### config.mk
export PLATFORM = sky130hd
export DESIGN_NAME = crpm_top
export DESIGN_NICKNAME = d
export VERILOG_FILES = /design/src/crpm_pkg.sv /design/src/crpm_top.sv
export SDC_FILE = /design/constraint.sdc
export NUM_CORES = 1
export LEC_CHECK = 0
export ABC_AREA = 1
export BUFFER_PORTS_ARGS = -buffer_cell sky130_fd_sc_hd__buf_2
export CAP_MARGIN = 30
export CELL_PAD_IN_SITES_DETAIL_PLACEMENT = 2
export CELL_PAD_IN_SITES_GLOBAL_PLACEMENT = 2
export CORE_ASPECT_RATIO = 1.75
export CORE_MARGIN = 3
export CORE_UTILIZATION = 25
export DETAILED_ROUTE_END_ITERATION = 10
export GPL_TIMING_DRIVEN = 0
export PLACE_DENSITY_LB_ADDON = 0.1
export SYNTH_ARGS = -nofsm -noshare
export SYNTH_HDL_FRONTEND = slang
export SYNTH_SLANG_ARGS = --single-unit
### constraint.sdc
create_clock -name sys_clk -period 4.33 [get_ports sys_clk]
set_clock_uncertainty 0.1 [all_clocks]
set_input_delay 0.2165 -clock sys_clk [delete_from_list [all_inputs] [get_ports sys_clk]]
set_output_delay 0.2165 -clock sys_clk [all_outputs]
set_load 0.01 [all_outputs]
### src/crpm_pkg.sv
/*
  Package for the chip reset and module power block: constants, strap
  field layout, module control carriers and the reset scope enumeration.
  Assumes a single reference clock domain and a synchronous reset.
*/
`default_nettype none

package crpm_pkg;

  // Number of managed modules
  localparam int unsigned NUM_MODULES = 18;

  // Strap field layout on the sampled address pins
  localparam int unsigned BOOT_SEL_LSB = 3;
  localparam int unsigned BOOT_SEL_W = 3;
  localparam int unsigned MEM_CFG_LSB = 0;
  localparam int unsigned MEM_CFG_W = 3;
  localparam int unsigned STRAP_W = 6;

  // Reset values
  localparam logic [2:0] BOOT_SEL_RESET = 3'h0;
  localparam logic [2:0] MEM_CFG_RESET = 3'h0;
  localparam logic [NUM_MODULES-1:0] MODULE_CLOCK_RESET = 18'h0_0000;

  // Timing: hold time for a chip reset pulse after all sources release
  localparam int unsigned RESET_HOLD_NS = 1000;
  localparam int unsigned CLOCK_PERIOD_NS = 50;
  localparam int unsigned RESET_HOLD_CYCLES =
    (RESET_HOLD_NS + CLOCK_PERIOD_NS - 1) / CLOCK_PERIOD_NS;
  localparam int unsigned HOLD_W = 5;

  // Reset scope, narrowest first; a higher code is a wider scope and takes priority
  typedef enum logic [1:0] {
    CRPM_SCOPE_NONE,
    CRPM_SCOPE_SYSTEM,
    CRPM_SCOPE_WARM,
    CRPM_SCOPE_COLD
  } crpm_scope_type;

  // Sequencer states
  typedef enum logic [1:0] {
    CRPM_ST_HOLD,
    CRPM_ST_STRAP,
    CRPM_ST_RUN
  } crpm_state_type;

  // Per-module request from software or emulation
  typedef struct packed {
    logic [NUM_MODULES-1:0] clock_on;
    logic [NUM_MODULES-1:0] reset_on;
    logic valid;
  } crpm_module_req_type;

  // Chip-wide reset outputs
  typedef struct packed {
    logic por;
    logic warm;
    logic system;
  } crpm_resets_type;

endpackage : crpm_pkg

`default_nettype wire

### src/crpm_top.sv
/*
  Chip reset sequencer and power sleep manager in one module. Holds the
  reset scope arbitration, strap latching, pin mux default, PLL bypass
  defaults and per-module clock and reset gating.
  Assumes the reset pins are asynchronous and active low; software and
  emulation request ports are on sys_clk.
*/
`default_nettype none

module crpm_top (
  // Clock and synchronous reset
  input wire logic sys_clk,
  input wire logic reset,
  // Board reset pins, asynchronous, active low
  input wire logic reset_pin_n,
  input wire logic test_reset_pin_n,
  // Max and system reset requests, asynchronous levels
  input wire logic emu_max_req,
  input wire logic wdt_max_req,
  input wire logic emu_sys_req,
  // Strap pins shared with the memory interface address bus
  input wire logic [crpm_pkg::STRAP_W-1:0] strap_pins,
  // Software and emulation module requests, sys_clk domain
  input wire crpm_pkg::crpm_module_req_type sw_req,
  input wire crpm_pkg::crpm_module_req_type emu_req,
  // Software pin mux override, sys_clk domain
  input wire logic mux_write,
  input wire logic [crpm_pkg::MEM_CFG_W-1:0] mux_data,
  // Reset outputs
  output crpm_pkg::crpm_resets_type chip_resets,
  output logic emu_keep_alive,
  // Module gating
  output logic [crpm_pkg::NUM_MODULES-1:0] module_clock_en,
  output logic [crpm_pkg::NUM_MODULES-1:0] module_reset,
  // Configuration outputs
  output logic [crpm_pkg::BOOT_SEL_W-1:0] boot_source_select,
  output logic [crpm_pkg::MEM_CFG_W-1:0] async_mem_strap_config,
  output logic [crpm_pkg::MEM_CFG_W-1:0] address_pin_mux_control,
  output logic strap_sample,
  output logic async_memory_interface,
  output logic pll_enable,
  output logic pll_bypass
);

  // Two flop synchronisers for the five asynchronous levels
  logic [4:0] sync_first;
  logic [4:0] sync_second;
  logic [crpm_pkg::STRAP_W-1:0] strap_first;
  logic [crpm_pkg::STRAP_W-1:0] strap_second;

  always_ff @(posedge sys_clk) begin
    sync_first <= {~reset_pin_n, ~test_reset_pin_n, emu_max_req,
                   wdt_max_req, emu_sys_req};
    sync_second <= sync_first;
    strap_first <= strap_pins;
    strap_second <= strap_first;
  end

  // Decoded request levels from the second stage only
  logic req_pin;
  logic req_test;
  logic req_max;
  logic req_sys;

  always_comb begin
    req_pin = sync_second[4];
    req_test = sync_second[3];
    req_max = sync_second[2] | sync_second[1];
    req_sys = sync_second[0];
  end

  // Widest requested scope among all active sources
  function automatic crpm_pkg::crpm_scope_type widest_scope(
    input logic pin, input logic test, input logic max_r,
    input logic sys_r);
    crpm_pkg::crpm_scope_type s;
    s = crpm_pkg::CRPM_SCOPE_NONE;
    if (sys_r) begin
      s = crpm_pkg::CRPM_SCOPE_SYSTEM;
    end
    if (max_r || (pin && !test)) begin
      s = crpm_pkg::CRPM_SCOPE_WARM;
    end
    if (pin && test) begin
      s = crpm_pkg::CRPM_SCOPE_COLD;
    end
    return s;
  endfunction : widest_scope

  crpm_pkg::crpm_scope_type req_scope;

  always_comb begin
    req_scope = widest_scope(req_pin, req_test, req_max, req_sys);
  end

  // Sequencer state
  crpm_pkg::crpm_state_type state;
  crpm_pkg::crpm_state_type next_state;
  crpm_pkg::crpm_scope_type scope;
  crpm_pkg::crpm_scope_type next_scope;
  logic [crpm_pkg::HOLD_W-1:0] hold_count;
  logic [crpm_pkg::HOLD_W-1:0] next_hold_count;

  localparam logic [crpm_pkg::HOLD_W-1:0] HOLD_LOAD =
    crpm_pkg::HOLD_W'(crpm_pkg::RESET_HOLD_CYCLES);

  // Scope only widens while any source holds; hold timer restarts on any
  always_comb begin
    next_state = state;
    next_scope = scope;
    next_hold_count = hold_count;
    if (req_scope != crpm_pkg::CRPM_SCOPE_NONE) begin
      next_state = crpm_pkg::CRPM_ST_HOLD;
      next_hold_count = HOLD_LOAD;
      if (req_scope > scope || state == crpm_pkg::CRPM_ST_RUN) begin
        next_scope = (state == crpm_pkg::CRPM_ST_RUN ||
                      req_scope > scope) ? req_scope : scope;
      end
    end else begin
      unique case (state)
        crpm_pkg::CRPM_ST_HOLD: begin
          if (hold_count == '0) begin
            next_state = (scope == crpm_pkg::CRPM_SCOPE_SYSTEM) ?
                         crpm_pkg::CRPM_ST_RUN : crpm_pkg::CRPM_ST_STRAP;
          end else begin
            next_hold_count = hold_count - 1'b1;
          end
        end
        crpm_pkg::CRPM_ST_STRAP: begin
          next_state = crpm_pkg::CRPM_ST_RUN;
        end
        crpm_pkg::CRPM_ST_RUN: begin
          next_scope = crpm_pkg::CRPM_SCOPE_NONE;
        end
        // The fourth code is unused; fall back into hold, timer and scope kept as they are
        default: begin
          next_state = crpm_pkg::CRPM_ST_HOLD;
        end
      endcase
    end
  end

  always_ff @(posedge sys_clk) begin
    if (reset) begin
      state <= crpm_pkg::CRPM_ST_HOLD;
      scope <= crpm_pkg::CRPM_SCOPE_COLD;
      hold_count <= HOLD_LOAD;
    end else begin
      state <= next_state;
      scope <= next_scope;
      hold_count <= next_hold_count;
    end
  end

  // Reset outputs and configuration, next values
  crpm_pkg::crpm_resets_type next_chip_resets;
  logic next_emu_keep_alive;
  logic in_hold;
  logic chip_wide;
  logic [crpm_pkg::NUM_MODULES-1:0] next_module_clock_en;
  logic [crpm_pkg::NUM_MODULES-1:0] next_module_reset;
  logic [crpm_pkg::BOOT_SEL_W-1:0] next_boot_source_select;
  logic [crpm_pkg::MEM_CFG_W-1:0] next_async_mem_strap_config;
  logic [crpm_pkg::MEM_CFG_W-1:0] next_address_pin_mux_control;
  logic next_strap_sample;
  logic next_async_memory_interface;
  logic next_pll_enable;
  logic next_pll_bypass;

  always_comb begin
    in_hold = (state == crpm_pkg::CRPM_ST_HOLD);
    chip_wide = in_hold && (scope >= crpm_pkg::CRPM_SCOPE_WARM);
    next_chip_resets.por = in_hold &&
                           (scope == crpm_pkg::CRPM_SCOPE_COLD);
    next_chip_resets.warm = chip_wide;
    next_chip_resets.system = in_hold &&
                              (scope != crpm_pkg::CRPM_SCOPE_NONE);
    // Emulator link survives everything but a cold reset
    next_emu_keep_alive = !next_chip_resets.por;

    next_module_clock_en = module_clock_en;
    next_module_reset = module_reset;
    next_boot_source_select = boot_source_select;
    next_async_mem_strap_config = async_mem_strap_config;
    next_address_pin_mux_control = address_pin_mux_control;
    next_pll_enable = pll_enable;
    next_pll_bypass = pll_bypass;
    // Straps are driven only outside run; pins hand back afterwards
    // Next scope, so a soft reset entered from run never flips the pins
    next_strap_sample = (next_state != crpm_pkg::CRPM_ST_RUN) &&
                        (next_scope != crpm_pkg::CRPM_SCOPE_SYSTEM);
    next_async_memory_interface = !next_strap_sample;

    if (chip_wide) begin
      // System reset skips this branch, so clocks and power are kept
      next_module_clock_en = crpm_pkg::MODULE_CLOCK_RESET;
      next_module_reset = '1;
      next_pll_enable = 1'b0;
      next_pll_bypass = 1'b1;
    end else if (in_hold) begin
      next_module_reset = '1;
      // Soft reset skips the strap cycle, so modules leave reset here
      if (next_state == crpm_pkg::CRPM_ST_RUN) begin
        next_module_reset = '0;
      end
    end else if (state == crpm_pkg::CRPM_ST_STRAP) begin
      next_boot_source_select = strap_second[crpm_pkg::BOOT_SEL_LSB +:
                                             crpm_pkg::BOOT_SEL_W];
      next_async_mem_strap_config = strap_second[crpm_pkg::MEM_CFG_LSB +:
                                                 crpm_pkg::MEM_CFG_W];
      next_address_pin_mux_control = strap_second[crpm_pkg::MEM_CFG_LSB +:
                                                  crpm_pkg::MEM_CFG_W];
      next_module_reset = '0;
    end else begin
      // Emulation request is applied after software, so it wins
      if (sw_req.valid) begin
        next_module_clock_en = sw_req.clock_on;
        next_module_reset = sw_req.reset_on;
      end
      if (emu_req.valid) begin
        next_module_clock_en = emu_req.clock_on;
        next_module_reset = emu_req.reset_on;
      end
      if (mux_write) begin
        next_address_pin_mux_control = mux_data;
      end
    end
  end

  // Output registers; strap pull defaults until first sample
  always_ff @(posedge sys_clk) begin
    if (reset) begin
      chip_resets <= '{por: 1'b1, warm: 1'b1, system: 1'b1};
      emu_keep_alive <= 1'b0;
      module_clock_en <= crpm_pkg::MODULE_CLOCK_RESET;
      module_reset <= '1;
      boot_source_select <= crpm_pkg::BOOT_SEL_RESET;
      async_mem_strap_config <= crpm_pkg::MEM_CFG_RESET;
      address_pin_mux_control <= crpm_pkg::MEM_CFG_RESET;
      strap_sample <= 1'b1;
      async_memory_interface <= 1'b0;
      pll_enable <= 1'b0;
      pll_bypass <= 1'b1;
    end else begin
      chip_resets <= next_chip_resets;
      emu_keep_alive <= next_emu_keep_alive;
      module_clock_en <= next_module_clock_en;
      module_reset <= next_module_reset;
      boot_source_select <= next_boot_source_select;
      async_mem_strap_config <= next_async_mem_strap_config;
      address_pin_mux_control <= next_address_pin_mux_control;
      strap_sample <= next_strap_sample;
      async_memory_interface <= next_async_memory_interface;
      pll_enable <= next_pll_enable;
      pll_bypass <= next_pll_bypass;
    end
  end

endmodule : crpm_top

`default_nettype wire

==> flow_summary.yaml <==
grt:
  grt_overflow: 0
  grt_first_pass_wirelength_um: 20800
  grt_pass1_vias: 4143
  grt_usage: 0.173
  grt_max_degree: 16
  antenna_found_initial: 0
cts:
  ctsHoldBuffers: 11
  cts_sinks: 82
  clk_pin_slew_ns: 0.07
  cts_buffer_depth: 2
  cts_resized: 0
  clk_latency_ns: 0.34
  cts-root-buf: "clkbuf_16"
  numCtsBuffers: 9
  cts_tree: "done"
  cts.htree.levels: 3
  postCtsSetupRepairBufs: 0
floorplan:
  core-area_mm2: 0.0140
  die_x_um: 96.5
  floorplan.rows: 57
  start_util: 0.256
  io_pins: 144
  die_y_um: 164
  dieArea_mm2: 0.0158
logic_synthesis:
  synthFlopType: "dfxtp_1"
  synth_area_mm2: 0.00358
  yosys.area.top_type_share: 0.459
  synth_nets: 592
  synth-edff-count: 0
  synth_most_common_cell: "nand2_1"
  synth_cell_types: 30
  yosys-top-cells-area: "dfxtp_1 46%, nand2_1 12%, inv_1 8.3%"
  yosysTopAreaCell: "dfxtp_1"
  ys_seq_elements: 82
  ys_seq_area_frac: 0.459
  syn_inst: 493
  yosys_warnings: 0
  async_flop_share: 0
  synthTopCellsByCount: "119 x nand2_1, 82 x dfxtp_1, 79 x inv_1"
  syn_avg_cell_area_um2: 7.26
power_and_ir_drop:
  internal_power_mw: 1.29
  irDropWorstVdd_mv: 0.169
  p_leak_nw: 2.59
  p_per_area_mw_per_mm2: 348
  pwr-share-seq: 0.457
  swShare: 0.244
  p_switching_mw: 0.417
  pwr-share-clk: 0.459
  pwr-share-comb: 0.085
detailed_routing:
  drtIter0Drc: 61
  num_vias: 3767
  drc: 0
  firstDrtPassIters: 4
  postRouteAntennaNets: 0
  wl_per_cell_um: 15.7
  routed_via_density: 4.51
  wirelength_um: 13200
sta:
  setup_violations: 0
  slew_viol_final: 0
  maxSlewHeadroom: 0.494
  tns_ns: 0
  max_freq_ghz: 0.418
  period_minus_slack_ns: 2.39
  finalCritPeriodShare: 0.552
  hold_viol_final: 0
  tightestPinTransition_ns: 0.751
  rsz0062_at_grt: "no"
critical_path:
  cp-end-kind: "flop"
  worst_r2r_endpoint: "module_clock_en[14]$_SDFFE_PP0P_"
  critPathCapture: "module_clock_en[14]$_SDFFE_PP0P_"
  crit_buf_inv: 4
  crit_slowest_cell: "clkbuf_1"
  crit_chain: "inv_1 > ha_1 > buf_2 > a21oi_1 > buf_2 > clkbuf_1 > o21ai_0 > a21oi_1"
  worst-path-stages: 8
  r2r-start: "state[1]$_SDFF_PP0_"
  rr_worst_depth: 8
  r2r_setup_slack_ns: 1.94
  cp_data_arrival_time_ns: 2.56
  max_stage_delay_ns: 0.52
  required_ns: 4.50
  worstSetupStartpoint: "state[1]$_SDFF_PP0_"
  crit_type: "reg2reg"
  cp-start-kind: "flop"
  critPathMaxFanout: 10
  path_delay_family: "buffers and inverters"
finish:
  nets: 753
  syn_to_final_growth_pct: 37.1
  fillers: 1723
  final_core_util: 0.351
  drive_gt1_frac: 0.278
  n_antenna_cell: 0
job:
  cap_violations: 0
place:
  dpl.hpwl_um: 10600
  gp_congestion: 0.769
  portBuffers: 139
run_status:
  status: "complete, no violations"
hold_path:
  min_path_type: "in2reg"
-- state kept, by name (all words and copies together) (netlist names) --
register,flops
scope,2
chip_resets,3
state,2
async_memory_interface,1
module_reset,18
hold_count,5
async_mem_strap_config,3
boot_source_select,3
emu_keep_alive,1
sync_first,5
module_clock_en,18
strap_first,6
sync_second,5
strap_second,6
address_pin_mux_control,3
strap_sample,1
-- worst min-delay path by stage --
stage | startpoint | to | cells past startpoint
2_1_floorplan | strap_pins[0] | strap_first[0]$_DFF_P_ | 0
3_3_place_gp | sync_first[2]$_DFF_P_ | sync_second[2]$_DFF_P_ | 0
3_5_place_dp | strap_first[5]$_DFF_P_ | strap_second[5]$_DFF_P_ | 0
4_1_cts | mux_data[2] | address_pin_mux_control[2]$_SDFFE_PP0P_ | 3
5_1_grt | mux_data[2] | address_pin_mux_control[2]$_SDFFE_PP0P_ | 3
6_report | mux_data[0] | address_pin_mux_control[0]$_SDFFE_PP0P_ | 3
-- tightest hold or removal path, delay by kind of cell --
kind | cells | cell delay (ns)
AO/OA/AOI/OAI | 1 | 0.07
buffers and inverters | 1 | 0.10
AND/OR/NAND/NOR | 1 | 0.06
-- placed cells by master, fill, tap and decap left out, types with 3 or more instances in the layout --
cell / synthesis / layout
clkbuf_16: 0 / 9
dlygate4sd3_1: 0 / 11
nand2_2: 3 / 3
nand3_1: 24 / 24
o21ai_0: 32 / 32
buf_2: 11 / 150
a31oi_1: 3 / 3
o211ai_1: 19 / 19
inv_6: 0 / 3
nor2_1: 34 / 34
a21oi_1: 43 / 43
nand2_1: 119 / 119
dfxtp_1: 82 / 82
clkbuf_1: 6 / 7
buf_1: 6 / 6
ha_1: 8 / 8
inv_1: 79 / 79
-- kinds of logic after synthesis --
logic type | synth area share
fa+ha+maj | 0.0280
other cells | 0.00210
flops | 0.459
compound gates | 0.161
simple gates | 0.226
buf+inv | 0.124
-- layer usage --
metal  wire length [um]  up-vias  part of all wire  GRT usage
li1                   -     1863                 -          -
met1               4590     1771              0.35      0.160
met2               7490      118              0.57      0.346
met3                784       15             0.060     0.0417
met4                299        0             0.023     0.0626
met5                  0        -                 0          0
-- cell type report --
type | count | area [um^2] | share of cell area
sequential | 82 | 1640 | 0.335
multi-input combinational | 302 | 1490 | 0.304
timing repair buffer | 150 | 806 | 0.164
inverter | 82 | 308 | 0.0627
clock buffer | 10 | 229 | 0.0467
tap | 177 | 221 | 0.0451
buffer | 27 | 138 | 0.0280
clock inverter | 6 | 71.3 | 0.0145
-- power groups by stage --
stage	logic, mW	clock network, mW	registers (mW)
2_1_floorplan	0.0681	0	0.797
3_3_place_gp	0.135	0	0.796
3_5_place_dp	0.139	0	0.797
4_1_cts	0.149	0.812	0.780
5_1_grt	0.167	0.843	0.781
6_report	0.145	0.783	0.780
-- through the flow --
stage	cells	area, um^2	power (mW)	setup WS [ns]	hold WS (ns)
6_report	836	4910	1.71	1.94	0.0628
2_1_floorplan	493	3580	0.865	2.51	0.144
3_5_place_dp	809	4500	0.937	1.85	0.214
3_3_place_gp	809	4500	0.931	1.90	0.213
5_1_grt	836	4910	1.79	1.65	0.0545
4_1_cts	836	4910	1.74	1.84	0.0528
Power figures use the tool's default switching activity.
